**config.mk**
```make
export PLATFORM = sky130hd
export DESIGN_NAME = olb_blender
export DESIGN_NICKNAME = d
export VERILOG_FILES = /design/src/olb_pkg.sv /design/src/olb_fifo.sv /design/src/olb_blender.sv
export SDC_FILE = /design/constraint.sdc
export NUM_CORES = 2
export LEC_CHECK = 0
export BUFFER_PORTS_ARGS = -buffer_cell sky130_fd_sc_hd__buf_4
export CORE_UTILIZATION = 35
export DETAILED_ROUTE_END_ITERATION = 10
export PLACE_DENSITY = 0.59
export SLEW_MARGIN = 40
export SYNTH_ARGS = -nofsm -noshare
export SYNTH_HDL_FRONTEND = slang
export SYNTH_SLANG_ARGS = --single-unit
```
**constraint.sdc**
```tcl
create_clock -name hclk -period 14 [get_ports hclk]
set_input_delay 2.8 -clock hclk [delete_from_list [all_inputs] [get_ports hclk]]
set_output_delay 2.8 -clock hclk [all_outputs]
set_load 0.02 [all_outputs]
```
**src/olb_pkg.sv**
```systemverilog
// Constants shared by the overlay layer blender files
package olb_pkg;

   // -------------------------------------------------------------------
   // Register byte addresses
   // -------------------------------------------------------------------
   localparam logic [31:0] ADDR_HEO_KEY      = 32'hf000_03b4;
   localparam logic [31:0] ADDR_HEO_CFG      = 32'hf000_03bc;
   localparam logic [31:0] ADDR_OVR1_CFG     = 32'hf000_0190;
   localparam logic [31:0] ADDR_CTRL         = 32'hf000_0400;
   localparam logic [31:0] ADDR_HEO_DEFAULT  = 32'hf000_0404;
   localparam logic [31:0] ADDR_OVR1_DEFAULT = 32'hf000_0408;
   localparam logic [31:0] ADDR_OVR1_KEY     = 32'hf000_040c;
   localparam logic [31:0] ADDR_STATUS       = 32'hf000_0410;

   // -------------------------------------------------------------------
   // Field layout of the blender configuration registers
   // -------------------------------------------------------------------
   localparam int KEY_MATCH_ENABLE_BIT     = 0;
   localparam int INVERT_OUTPUT_ENABLE_BIT = 1;
   localparam int ITERATED_TO_ADDER_BIT    = 2;
   localparam int USE_ITERATED_COLOUR_BIT  = 3;
   localparam int REVERSE_ALPHA_BIT        = 4;
   localparam int GLOBAL_ALPHA_ENABLE_BIT  = 5;
   localparam int LOCAL_ALPHA_ENABLE_BIT   = 6;
   localparam int LAYER_PIXEL_SELECT_BIT   = 7;
   localparam int DMA_LAYER_ENABLE_BIT     = 8;
   localparam int GLOBAL_ALPHA_VALUE_LSB   = 16;

   // Key fields
   localparam int RED_KEY_REF_LSB   = 16;
   localparam int GREEN_KEY_REF_LSB = 8;
   localparam int BLUE_KEY_REF_LSB  = 0;

   // Pixel layout: alpha, red, green, blue
   localparam int PIX_ALPHA_LSB = 24;
   localparam int PIX_RED_LSB   = 16;
   localparam int PIX_GREEN_LSB = 8;
   localparam int PIX_BLUE_LSB  = 0;

   // Status and control fields
   localparam int STAT_IN_VALID_BIT  = 0;
   localparam int STAT_OUT_VALID_BIT = 1;
   localparam int STAT_MATCH_BIT     = 2;
   localparam int STAT_COUNT_LSB     = 16;
   localparam int CTRL_ACTIVE_BIT    = 0;

   // -------------------------------------------------------------------
   // Masks, reset values, sizes
   // -------------------------------------------------------------------
   localparam logic [31:0] CFG_MASK   = 32'h00ff_17ff;
   localparam logic [31:0] KEY_MASK   = 32'h00ff_ffff;
   localparam logic [31:0] CTRL_MASK  = 32'h0000_0001;
   localparam logic [31:0] REG_RESET  = 32'h0000_0000;
   localparam logic [7:0]  ALPHA_FULL = 8'hff;
   localparam int          PIX_W      = 32;
   localparam int          COLOUR_W   = 24;
   localparam int          FIFO_DEPTH = 16;

endpackage

```
**src/olb_fifo.sv**
```systemverilog
// Pixel FIFO with a registered output word
`timescale 1ns/1ps
module olb_fifo #(
   parameter int W     = 32,
   parameter int DEPTH = 16
) (
   input  wire logic         hclk,
   input  wire logic         hresetn,
   input  wire logic         in_valid,
   output logic              in_ready,
   input  wire logic [W-1:0] in_data,
   output logic              out_valid,
   input  wire logic         out_ready,
   output logic [W-1:0]      out_data
);
   localparam int AW = $clog2(DEPTH);
   localparam int CW = AW + 1;
   localparam logic [CW-1:0] FULL_COUNT = CW'(DEPTH);

   typedef struct packed {
      logic [DEPTH-1:0][W-1:0] mem;
      logic [AW-1:0]           wr;
      logic [AW-1:0]           rd;
      logic [CW-1:0]           count;
      logic                    full;
      logic                    ov;
      logic [W-1:0]            od;
   } olb_fifo_s;

   olb_fifo_s st;
   olb_fifo_s next_st;

   // -------------------------------------------------------------------
   // Next state
   // -------------------------------------------------------------------
   always_comb
   begin
      logic push;
      logic bypass;
      push    = in_valid && !st.full;
      bypass  = 1'b0;
      next_st = st;
      if (!st.ov || out_ready)
      begin
         if (st.count != '0)
         begin
            next_st.od    = st.mem[st.rd];
            next_st.ov    = 1'b1;
            next_st.rd    = st.rd + 1'b1;
            next_st.count = next_st.count - 1'b1;
         end
         else if (push)
         begin
            next_st.od = in_data;
            next_st.ov = 1'b1;
            bypass     = 1'b1;
         end
         else
         begin
            next_st.ov = 1'b0;
         end
      end
      if (push && !bypass)
      begin
         next_st.mem[st.wr] = in_data;
         next_st.wr         = st.wr + 1'b1;
         next_st.count      = next_st.count + 1'b1;
      end
      next_st.full = (next_st.count == FULL_COUNT);
   end

   always_ff @(posedge hclk or negedge hresetn)
   begin
      if (!hresetn)
         st <= '0;
      else
         st <= next_st;
   end

   assign in_ready  = !st.full;
   assign out_valid = st.ov;
   assign out_data  = st.od;

endmodule

```
**src/olb_blender.sv**
```systemverilog
// Overlay layer blender with AHB-Lite configuration registers
`timescale 1ns/1ps
module olb_blender (
   input  wire logic        hclk,
   input  wire logic        hresetn,
   input  wire logic        hsel,
   input  wire logic [31:0] haddr,
   input  wire logic [1:0]  htrans,
   input  wire logic        hwrite,
   input  wire logic [2:0]  hsize,
   input  wire logic [31:0] hwdata,
   input  wire logic        hready,
   output logic             hreadyout,
   output logic [31:0]      hrdata,
   output logic             hresp,
   input  wire logic        use_iterated_colour_valid,
   output logic             use_iterated_colour_ready,
   input  wire logic [23:0] use_iterated_colour_data,
   input  wire logic        dma_valid,
   output logic             dma_ready,
   input  wire logic [31:0] dma_data,
   output logic             dma_fetch_enable,
   output logic             pix_out_valid,
   input  wire logic        pix_out_ready,
   output logic [23:0]      pix_out_data
);

   typedef struct packed {
      logic [31:0] key_heo;
      logic [31:0] cfg_heo;
      logic [31:0] cfg_ovr1;
      logic [31:0] key_ovr1;
      logic [31:0] def_heo;
      logic [31:0] def_ovr1;
      logic        active_layer;
      logic        dsel;
      logic        dwrite;
      logic [31:0] daddr;
      logic [31:0] rdata;
      logic        readyout;
      logic        resp;
      logic        in_valid;
      logic [23:0] in_data;
      logic        out_valid;
      logic [23:0] out_data;
      logic        last_match;
      logic [15:0] pix_count;
      logic        fetch_en;
   } olb_state_s;

   olb_state_s st;
   olb_state_s next_st;

   logic        fifo_valid;
   logic [31:0] fifo_data;
   logic        fifo_pop;
   logic        fire;
   logic [31:0] cfg;
   logic [31:0] key;
   logic [31:0] ovr_pix;
   logic [7:0]  alpha_eff;
   logic        match;
   logic [23:0] blended;

   // -------------------------------------------------------------------
   // Helpers
   // -------------------------------------------------------------------
   function automatic logic [7:0] olb_alpha(input logic ga_en, input logic la_en, input logic rev,
                                            input logic [7:0] ga, input logic [7:0] la);
      logic [15:0] prod;
      logic [7:0]  a;
      prod = {8'h00, ga} * {8'h00, la};
      if (ga_en && la_en)
         a = prod[15:8];
      else if (ga_en)
         a = ga;
      else if (la_en)
         a = la;
      else
         a = olb_pkg::ALPHA_FULL;
      return rev ? ~a : a;
   endfunction

   function automatic logic [7:0] olb_blend_comp(input logic [7:0] layer_pixel_select, input logic [7:0] use_iterated_colour,
                                                 input logic [7:0] a, input logic use_use_iterated_colour,
                                                 input logic to_adder);
      logic [7:0]         sub;
      logic [7:0]         add;
      logic [15:0]        po;
      logic [15:0]        ps;
      logic signed [18:0] sum;
      sub = use_use_iterated_colour ? use_iterated_colour : 8'h00;
      add = to_adder ? use_iterated_colour : 8'h00;
      po  = {8'h00, layer_pixel_select} * {8'h00, a};
      ps  = {8'h00, sub} * {8'h00, a};
      sum = $signed({3'b000, add, 8'h00}) + $signed({3'b000, po}) - $signed({3'b000, ps});
      if (sum < 0)
         return 8'h00;
      else if (sum[18:16] != 3'b000)
         return 8'hff;
      else
         return sum[15:8];
   endfunction

   function automatic logic [31:0] olb_read(input olb_state_s s, input logic [31:0] addr);
      logic [31:0] status;
      status                                 = '0;
      status[olb_pkg::STAT_IN_VALID_BIT]     = s.in_valid;
      status[olb_pkg::STAT_OUT_VALID_BIT]    = s.out_valid;
      status[olb_pkg::STAT_MATCH_BIT]        = s.last_match;
      status[olb_pkg::STAT_COUNT_LSB +: 16]  = s.pix_count;
      case (addr)
         olb_pkg::ADDR_HEO_KEY:      return s.key_heo;
         olb_pkg::ADDR_HEO_CFG:      return s.cfg_heo;
         olb_pkg::ADDR_OVR1_CFG:     return s.cfg_ovr1;
         olb_pkg::ADDR_OVR1_KEY:     return s.key_ovr1;
         olb_pkg::ADDR_HEO_DEFAULT:  return s.def_heo;
         olb_pkg::ADDR_OVR1_DEFAULT: return s.def_ovr1;
         olb_pkg::ADDR_CTRL:         return {31'h0000_0000, s.active_layer};
         olb_pkg::ADDR_STATUS:       return status;
         default:                    return 32'h0000_0000;
      endcase
   endfunction

   // -------------------------------------------------------------------
   // Pixel FIFO
   // -------------------------------------------------------------------
   olb_fifo #(
      .W     (olb_pkg::PIX_W),
      .DEPTH (olb_pkg::FIFO_DEPTH)
   ) u_fifo (
      .hclk      (hclk),
      .hresetn   (hresetn),
      .in_valid  (dma_valid),
      .in_ready  (dma_ready),
      .in_data   (dma_data),
      .out_valid (fifo_valid),
      .out_ready (fifo_pop),
      .out_data  (fifo_data)
   );

   // -------------------------------------------------------------------
   // Blend datapath
   // -------------------------------------------------------------------
   always_comb
   begin
      cfg = st.active_layer ? st.cfg_heo : st.cfg_ovr1;
      key = st.active_layer ? st.key_heo : st.key_ovr1;
      // Stream pixel only when the layer fetches and selects it
      ovr_pix = (cfg[olb_pkg::LAYER_PIXEL_SELECT_BIT] && cfg[olb_pkg::DMA_LAYER_ENABLE_BIT])
              ? fifo_data : (st.active_layer ? st.def_heo : st.def_ovr1);
      alpha_eff = olb_alpha(cfg[olb_pkg::GLOBAL_ALPHA_ENABLE_BIT],
                            cfg[olb_pkg::LOCAL_ALPHA_ENABLE_BIT],
                            cfg[olb_pkg::REVERSE_ALPHA_BIT],
                            cfg[olb_pkg::GLOBAL_ALPHA_VALUE_LSB +: 8],
                            ovr_pix[olb_pkg::PIX_ALPHA_LSB +: 8]);
      match = cfg[olb_pkg::KEY_MATCH_ENABLE_BIT]
           && ovr_pix[olb_pkg::PIX_RED_LSB +: 8]   == key[olb_pkg::RED_KEY_REF_LSB +: 8]
           && ovr_pix[olb_pkg::PIX_GREEN_LSB +: 8] == key[olb_pkg::GREEN_KEY_REF_LSB +: 8]
           && ovr_pix[olb_pkg::PIX_BLUE_LSB +: 8]  == key[olb_pkg::BLUE_KEY_REF_LSB +: 8];
      for (int c = 0; c < 3; c++)
      begin
         blended[c*8 +: 8] = olb_blend_comp(ovr_pix[c*8 +: 8], st.in_data[c*8 +: 8], alpha_eff,
                                            cfg[olb_pkg::USE_ITERATED_COLOUR_BIT],
                                            cfg[olb_pkg::ITERATED_TO_ADDER_BIT]);
      end
      fire     = st.in_valid && (!cfg[olb_pkg::DMA_LAYER_ENABLE_BIT] || fifo_valid)
              && (!st.out_valid || pix_out_ready);
      fifo_pop = fire && cfg[olb_pkg::DMA_LAYER_ENABLE_BIT];
   end

   // -------------------------------------------------------------------
   // Next state: bus slave and pixel stages
   // -------------------------------------------------------------------
   always_comb
   begin
      next_st          = st;
      next_st.readyout = 1'b1;
      next_st.resp     = 1'b0;
      if (st.dsel && st.dwrite)
      begin
         case (st.daddr)
            olb_pkg::ADDR_HEO_KEY:      next_st.key_heo      = hwdata & olb_pkg::KEY_MASK;
            olb_pkg::ADDR_HEO_CFG:      next_st.cfg_heo      = hwdata & olb_pkg::CFG_MASK;
            olb_pkg::ADDR_OVR1_CFG:     next_st.cfg_ovr1     = hwdata & olb_pkg::CFG_MASK;
            olb_pkg::ADDR_OVR1_KEY:     next_st.key_ovr1     = hwdata & olb_pkg::KEY_MASK;
            olb_pkg::ADDR_HEO_DEFAULT:  next_st.def_heo      = hwdata;
            olb_pkg::ADDR_OVR1_DEFAULT: next_st.def_ovr1     = hwdata;
            olb_pkg::ADDR_CTRL:         next_st.active_layer = hwdata[olb_pkg::CTRL_ACTIVE_BIT];
            default:                    next_st.dsel         = st.dsel;
         endcase
      end
      next_st.dsel   = hsel && htrans[1] && hready;
      next_st.dwrite = hwrite;
      next_st.daddr  = haddr;
      // Reads see a write still in its data phase
      if (hsel && htrans[1] && hready && !hwrite)
         next_st.rdata = olb_read(next_st, haddr);
      if (st.out_valid && pix_out_ready)
         next_st.out_valid = 1'b0;
      if (fire)
      begin
         next_st.out_valid  = 1'b1;
         next_st.in_valid   = 1'b0;
         next_st.last_match = match;
         next_st.pix_count  = st.pix_count + 16'h0001;
         if (match)
            next_st.out_data = st.in_data;
         else if (cfg[olb_pkg::INVERT_OUTPUT_ENABLE_BIT])
            next_st.out_data = ~blended;
         else
            next_st.out_data = blended;
      end
      if (!st.in_valid && use_iterated_colour_valid)
      begin
         next_st.in_valid = 1'b1;
         next_st.in_data  = use_iterated_colour_data;
      end
      next_st.fetch_en = next_st.active_layer ? next_st.cfg_heo[olb_pkg::DMA_LAYER_ENABLE_BIT]
                                              : next_st.cfg_ovr1[olb_pkg::DMA_LAYER_ENABLE_BIT];
   end

   always_ff @(posedge hclk or negedge hresetn)
   begin
      if (!hresetn)
      begin
         st          <= '0;
         st.readyout <= 1'b1;
      end
      else
      begin
         st <= next_st;
      end
   end

   assign hreadyout        = st.readyout;
   assign hrdata           = st.rdata;
   assign hresp            = st.resp;
   assign use_iterated_colour_ready       = !st.in_valid;
   assign dma_fetch_enable = st.fetch_en;
   assign pix_out_valid    = st.out_valid;
   assign pix_out_data     = st.out_data;

   // -------------------------------------------------------------------
   // Checks
   // -------------------------------------------------------------------
   AST_KEY_OFF: assert property (@(posedge hclk) disable iff (!hresetn)
      fire && !cfg[olb_pkg::KEY_MATCH_ENABLE_BIT] |=> !st.last_match && pix_out_valid)
      else $error("key match reported with keying off");

   AST_INVERT: assert property (@(posedge hclk) disable iff (!hresetn)
      fire && !match && cfg[olb_pkg::INVERT_OUTPUT_ENABLE_BIT] |=> pix_out_data == ~$past(blended))
      else $error("inverted output not the complement of the blend");

   AST_ZERO_ALPHA: assert property (@(posedge hclk) disable iff (!hresetn)
      fire && !match && cfg[8:0] == 9'h020 && cfg[23:16] == 8'h00 |=> pix_out_data == 24'h000000)
      else $error("zero alpha without adder operand must give black");

   AST_REV_FULL: assert property (@(posedge hclk) disable iff (!hresetn)
      fire && !match && cfg[6:4] == 3'b001 && cfg[1] == 1'b0 && cfg[2]
      |=> pix_out_data == $past(st.in_data))
      else $error("reversed full alpha must pass the adder operand");

   AST_NO_USE_ITERATED_COLOUR: assert property (@(posedge hclk) disable iff (!hresetn)
      fire && !match && cfg[6:1] == 6'b000000 |=> pix_out_data[7:0] <= $past(ovr_pix[7:0]))
      else $error("difference term not zero with iterated colour off");

   AST_ALPHA_NONE: assert property (@(posedge hclk) disable iff (!hresetn)
      cfg[6:4] == 3'b000 |-> alpha_eff == olb_pkg::ALPHA_FULL)
      else $error("alpha not full with both coefficients off");

   AST_GLOBAL_ALPHA: assert property (@(posedge hclk) disable iff (!hresetn)
      cfg[6:4] == 3'b010 |-> alpha_eff == cfg[olb_pkg::GLOBAL_ALPHA_VALUE_LSB +: 8])
      else $error("global alpha not taken from its field");

   AST_FETCH: assert property (@(posedge hclk) disable iff (!hresetn)
      fire
      |-> fifo_pop == cfg[olb_pkg::DMA_LAYER_ENABLE_BIT]
          && dma_fetch_enable == cfg[olb_pkg::DMA_LAYER_ENABLE_BIT])
      else $error("stream pop disagrees with the fetch enable");

   AST_TRANSPARENT: assert property (@(posedge hclk) disable iff (!hresetn)
      fire && match |=> pix_out_data == $past(st.in_data) && st.last_match)
      else $error("keyed pixel did not pass the iterated pixel");

   AST_DEFAULT: assert property (@(posedge hclk) disable iff (!hresetn)
      !cfg[olb_pkg::LAYER_PIXEL_SELECT_BIT] |-> ovr_pix == (st.active_layer ? st.def_heo : st.def_ovr1))
      else $error("default colour not used with the layer pixel off");

endmodule

```
Word level (Yosys, flattened, before mapping)
Index checks and enable logic that the tools add are counted.
Cells by class
  add/sub/neg operators: 11
  reduce and logical (&&, ||, !) cells: 36
  multipliers: 7
  divide/modulo/power cells: 0
  shift operators: 0
  bitwise logic cells: 2
  multiplexer cells: 49
  magnitude comparators: 6
  eq/ne operators: 19
Operators by type and width (count)
  bitwise mux 512 bit: 1
  == test 32 bit (second input constant): 15
  2-to-1 mux 32 bit: 11
  case mux 32 bit (8 select lines): 1
  2-to-1 mux 194 bit: 1
  binary-select mux 32 bit (select 4 bit): 1
  demux 32 bit (select 4 bit): 1
  2-to-1 mux 8 bit: 16
  multiplier 8 x 8 -> 16 bit: 7
  2-to-1 mux 24 bit: 4
  less-than comparator 18 x 1 -> 1 bit (second input constant): 3
  subtractor 17 x 16 -> 18 bit: 3
  adder 16 x 16 -> 17 bit: 3
  2-to-1 mux 42 bit: 1
  2-to-1 mux 33 bit: 1
  2-to-1 mux 25 bit: 1
  == test 8 bit: 3
  inverter 24 bit: 1
  logical AND 1 bit: 17
  adder 16 x 1 -> 16 bit (second input constant): 1
  2-to-1 mux 5 bit: 3
  less-than comparator 4 x 5 -> 1 bit (second input constant): 2
  nonzero test 3 bit: 3
  adder 4 x 1 -> 4 bit (second input constant): 2
  other kinds (11): 28
Word-level totals
  input bits: 133
  memory bits (writable): 0
  word-level logic and storage cells: 170
  register bits after elaboration: 886
  memory bits (read-only): 0
  latch bits: 0
  memories: 0

Depth between registers and ports, before layout
  word-level depth: 18
  mapped depth: 54
  depth with buffers taken out: 48

Hierarchy
Synthesis repeated with hierarchy kept, for this count alone.
Unflattened totals
  cell total of the unflattened synthesis: 5547
  area total of the unflattened synthesis: 60742.0 µm²
By module, submodules not included
  olb_blender: area an instance 34996.1 µm², sequential area each 8182.8 µm², cells each 3844, instances 1
  olb_fifo: area an instance 25745.9 µm², sequential area each 13988.4 µm², cells each 1703, instances 1

Least setup slack after synthesis
OpenSTA, ideal clock, no wires.
  kind: reg2reg
  start: reg st[136] (netlist bit)
  end: reg st, in the netlist pix_out_data[2]
  slack: 1.453 ns
  data required time: 13.874 ns
  cell stages (with the launch flop): 51
  buffers on the path: 7
  arrival: 12.421 ns
  cell sequence: dfrtp_1 buf_6 buf_6 buf_4 buf_4 buf_2 buf_2 mux2i_1 nor2_1 a21oi_1 nor2_1 fa_1 fa_1 inv_1 fa_1 fa_1 inv_1 ha_1 [... 15 more ...] fa_1 fa_1 inv_1 fa_1 inv_1 ha_1 a21o_1 a21o_1 a21o_1 a21o_1 a21oi_1 nor2b_1 a211o_1 or4b_1 o211ai_1 o21ai_0 mux2i_1 a221o_1
On the way
  word-level cells in the longest chain between the ends: 17
  elaborated cells on any way between the ends: 35
Ends and longest elaborated chain
  start, declared: RTL line olb_blender.sv:51  | olb_state_s st;
  start signal, assigned: RTL line olb_blender.sv:232  | st <= next_st;
  parallel branches: the longest is 17 deep, another holds subtractor 17 x 16 -> 18 bit
Parallel ways; which one is timed is not known.
A chain may end at the register's enable or synchronous reset.

Worst setup path in the final report
  start: reg st[136] (netlist bit)
  end: reg st, in the netlist pix_out_data[23]
The elaborated chain is that of the path after synthesis.

==> impl_metrics.ini <==
[sta]
finalSetupViolCount = 0
fmax_ghz = 0.0772
maxSlewHeadroom = 0.371
grt_setup_unrepaired = false
final.setup_skew_ns = 0.0600
maxSlewViolCount = 0
setup_ws_ns = 1.05
holdWs_ns = 0.478
period_needed_ns = 12.95
hold_violations = 0
tns_ns = 0
min_period_over_period = 0.925
worstMarginPinSlew_ns = 0.938

[global_route]
grt_antenna_before_repair = 20
grt_max_degree = 91
grt-ovfl-total = 0
grt_pass1_vias = 39000
grt_pass1_wl_microns = 247000
grtUsageTotal = 0.199

[clocking]
cts_sinks = 886
hold_buffers = 0
cts_tree = done
cts_buffer_depth = 3
insertion_delay_ns = 0.73
cts-root-buf = clkbuf_16
htree_levels = 3
cts_resized = 0
post-cts-setup-buffers = 0
numCtsBuffers = 97
clk_pin_slew_worst_paths_ns = 0.06

[synth]
post_synth.cell_area_avg_sq_um = 11.8
synth-seq-cells = 886
netlist_instances = 4836
yosys_warnings = 0
ys_types = 99
synth_ff_type = dfrtp_1
synth_edf_count = 0
syn_area_sq_mm = 0.0572
synthArstFlopShare = 1.00
seq_area_frac_synth = 0.388
synth_nets = 5575

[status]
status = complete, no violations

[floorplanning]
die_h_microns = 406
die_w_microns = 406
start_util = 0.352
die_area_sq_mm = 0.165
fp.coreArea_sq_mm = 0.163
ios = 195
num_rows = 148

[worst_hold_path]
hold_path_end = st[295]$_DFF_PN0_
whs_path_depth = 1
hp-class = reg -> reg
min-delay-start = st[295]$_DFF_PN0_

[power_and_ir_drop]
peakVddDrop_uv = 112
power_leakage_nw = 30.2
total_power_mw = 8.64
powerDensity_mw_per_mm2 = 134

[critical_path]
cp.required_ns = 14.56
cp_data_arrival_time_ns = 13.51
reg2reg_to = pix_out_data[23]$_DFFE_PN0P_
max_stage_delay_ns = 0.67
path_class = reg -> reg
cpMostUsedCell = fa_1
end_kind = register
start_kind = register
rr_startpoint = st[136]$_DFF_PN0_
critPathMaxFanout = 20
rrSetupSlack_ns = 1.05
r2r.worst_path.cells = 46
crit_slowest_cell = dfrtp_4

[drt]
drt_wl_total_microns = 162000
drt_iter0_markers = 2625
num_vias = 37500
postRouteAntennaNets = 0
vias_per_cell = 5.22
drc = 0
routedWlPerCell_microns = 22.6
drt_pass1_iterations = 7

[placement]
placed_area_sq_mm = 0.0611
post-place-ws_ns = 1.06
io_buffers = 188
place.gp.congestion = 0.877
dp_hpwl_microns = 111000

[layout]
final_cell_mix = dfrtp_1, mux2_2, inv_1
layout.nets = 5654
final_common_cell = dfrtp_1
area_delta_synth_final_pct = 12.9
drive_above_1_share = 0.289
final_area_sq_mm = 0.0646

[run]
cap_violations = 0
==> sequential cells by signal (all words and copies together), names as in the netlist <==
register	flops
u_fifo.st	526
hrdata	32
pix_out_valid	1
u_fifo.out_data	32
pix_out_data	24
dma_fetch_enable	1
st	269
u_fifo.out_valid	1
==> cell families after synthesis <==
| group | synth area share |
|---|---|
| AOI/OAI and AO/OA | 0.0499 |
| xor gates and xnor gates | 0.0146 |
| adders and majority gates | 0.180 |
| buffers and inverters | 0.0636 |
| DFF | 0.388 |
| muxes | 0.226 |
| other | 0.000131 |
| and+or+nand+nor | 0.0785 |
==> routing by layer <==
layer	part of all wire	routed length [microns]	track usage	vias up
met5	0.00093	150	0	-
met4	0.028	4540	0.0583	24
met3	0.062	10100	0.0348	238
met2	0.48	77700	0.326	1014
met1	0.43	69600	0.269	19600
li1	-	-	-	16600
==> stage by stage <==
stage | std cells | utilization
6_report | 7176 | 0.397
5_1_grt | 7174 | 0.397
4_1_cts | 7170 | 0.397
3_5_place_dp | 6990 | 0.376
3_3_place_gp | 6985 | 0.375
2_1_floorplan | 4836 | -
==> power by group <==
part	internal (mW)	switching, mW
Combinational	1.20	0.808
Clock	1.58	1.12
Sequential	3.40	0.535
==> synthesized netlist by cell type (5+ instances only) <==
| cell | number | area share |
|---|---|---|
| clkbuf_1 | 182 | 0.012 |
| nor4_1 | 17 | 0.0019 |
| a21o_1 | 42 | 0.0055 |
| o22ai_1 | 6 | 0.00066 |
| o21a_1 | 14 | 0.0018 |
| a32o_1 | 12 | 0.0021 |
| and2_1 | 39 | 0.0043 |
| a211o_1 | 5 | 0.00077 |
| nor4b_1 | 6 | 0.00092 |
| ha_1 | 244 | 0.053 |
| xnor2_1 | 64 | 0.0098 |
| dfrtp_1 | 886 | 0.39 |
| mux2_2 | 708 | 0.14 |
| a21oi_1 | 55 | 0.0048 |
| mux4_2 | 161 | 0.063 |
| a211oi_1 | 19 | 0.0025 |
| nand3_1 | 118 | 0.010 |
| or3_1 | 8 | 0.00087 |
| nand4_1 | 19 | 0.0021 |
| buf_2 | 31 | 0.0027 |
| a221o_1 | 17 | 0.0030 |
| inv_1 | 557 | 0.037 |
| a22oi_1 | 29 | 0.0038 |
| nand4b_1 | 5 | 0.00077 |
| mux2i_1 | 125 | 0.022 |
| buf_1 | 42 | 0.0028 |
| nand2_1 | 323 | 0.021 |
| xor2_1 | 24 | 0.0037 |
| and3_1 | 13 | 0.0014 |
| buf_4 | 60 | 0.0079 |
| or2_2 | 25 | 0.0027 |
| nand3b_1 | 8 | 0.0010 |
| nor2b_1 | 49 | 0.0054 |
| fa_1 | 362 | 0.13 |
| a222oi_1 | 19 | 0.0033 |
| o21ai_1 | 11 | 0.00096 |
| a31oi_1 | 30 | 0.0033 |
| nor2_1 | 276 | 0.018 |
| o21ai_0 | 87 | 0.0076 |
| o21ai_2 | 5 | 0.00077 |
| nor3_1 | 21 | 0.0018 |
| nand2b_1 | 22 | 0.0024 |
==> worst max-delay path by stage <==
stage                                  from                      endpoint  slack [ns]
after floorplan           st[136]$_DFF_PN0_   pix_out_data[2]$_DFFE_PN0P_        1.45
after detailed placement  st[136]$_DFF_PN0_  pix_out_data[15]$_DFFE_PN0P_        1.06
final                     st[136]$_DFF_PN0_  pix_out_data[23]$_DFFE_PN0P_        1.05
after global placement    st[136]$_DFF_PN0_  pix_out_data[23]$_DFFE_PN0P_        0.79
after CTS                 st[136]$_DFF_PN0_  pix_out_data[10]$_DFFE_PN0P_        1.08
after global routing      st[136]$_DFF_PN0_  pix_out_data[21]$_DFFE_PN0P_        0.40
==> final cells by class <==
cell class                      count  area, sq um
Fill cell                       15700        98000
Clock buffer                      136         2830
Tap cell                         2175         2720
Inverter                          557         2090
Timing Repair Buffer              304         2460
Multi-Input combinational cell   3069        31700
Antenna cell                        5         12.5
Sequential cell                   886        22200
Clock inverter                     44          569
==> critical path, delay by kind of cell, from the launching register on <==
| kind | cells | cell delay (ns) |
|---|---|---|
| buf+inv | 7 | 0.64 |
| mux | 1 | 0.17 |
| xor+xnor | 3 | 1.16 |
| compound gates | 15 | 3.11 |
| fa+ha+maj | 12 | 5.50 |
| flops | 1 | 0.67 |
| simple gates | 8 | 1.54 |
Power figures use the tool's default switching activity.
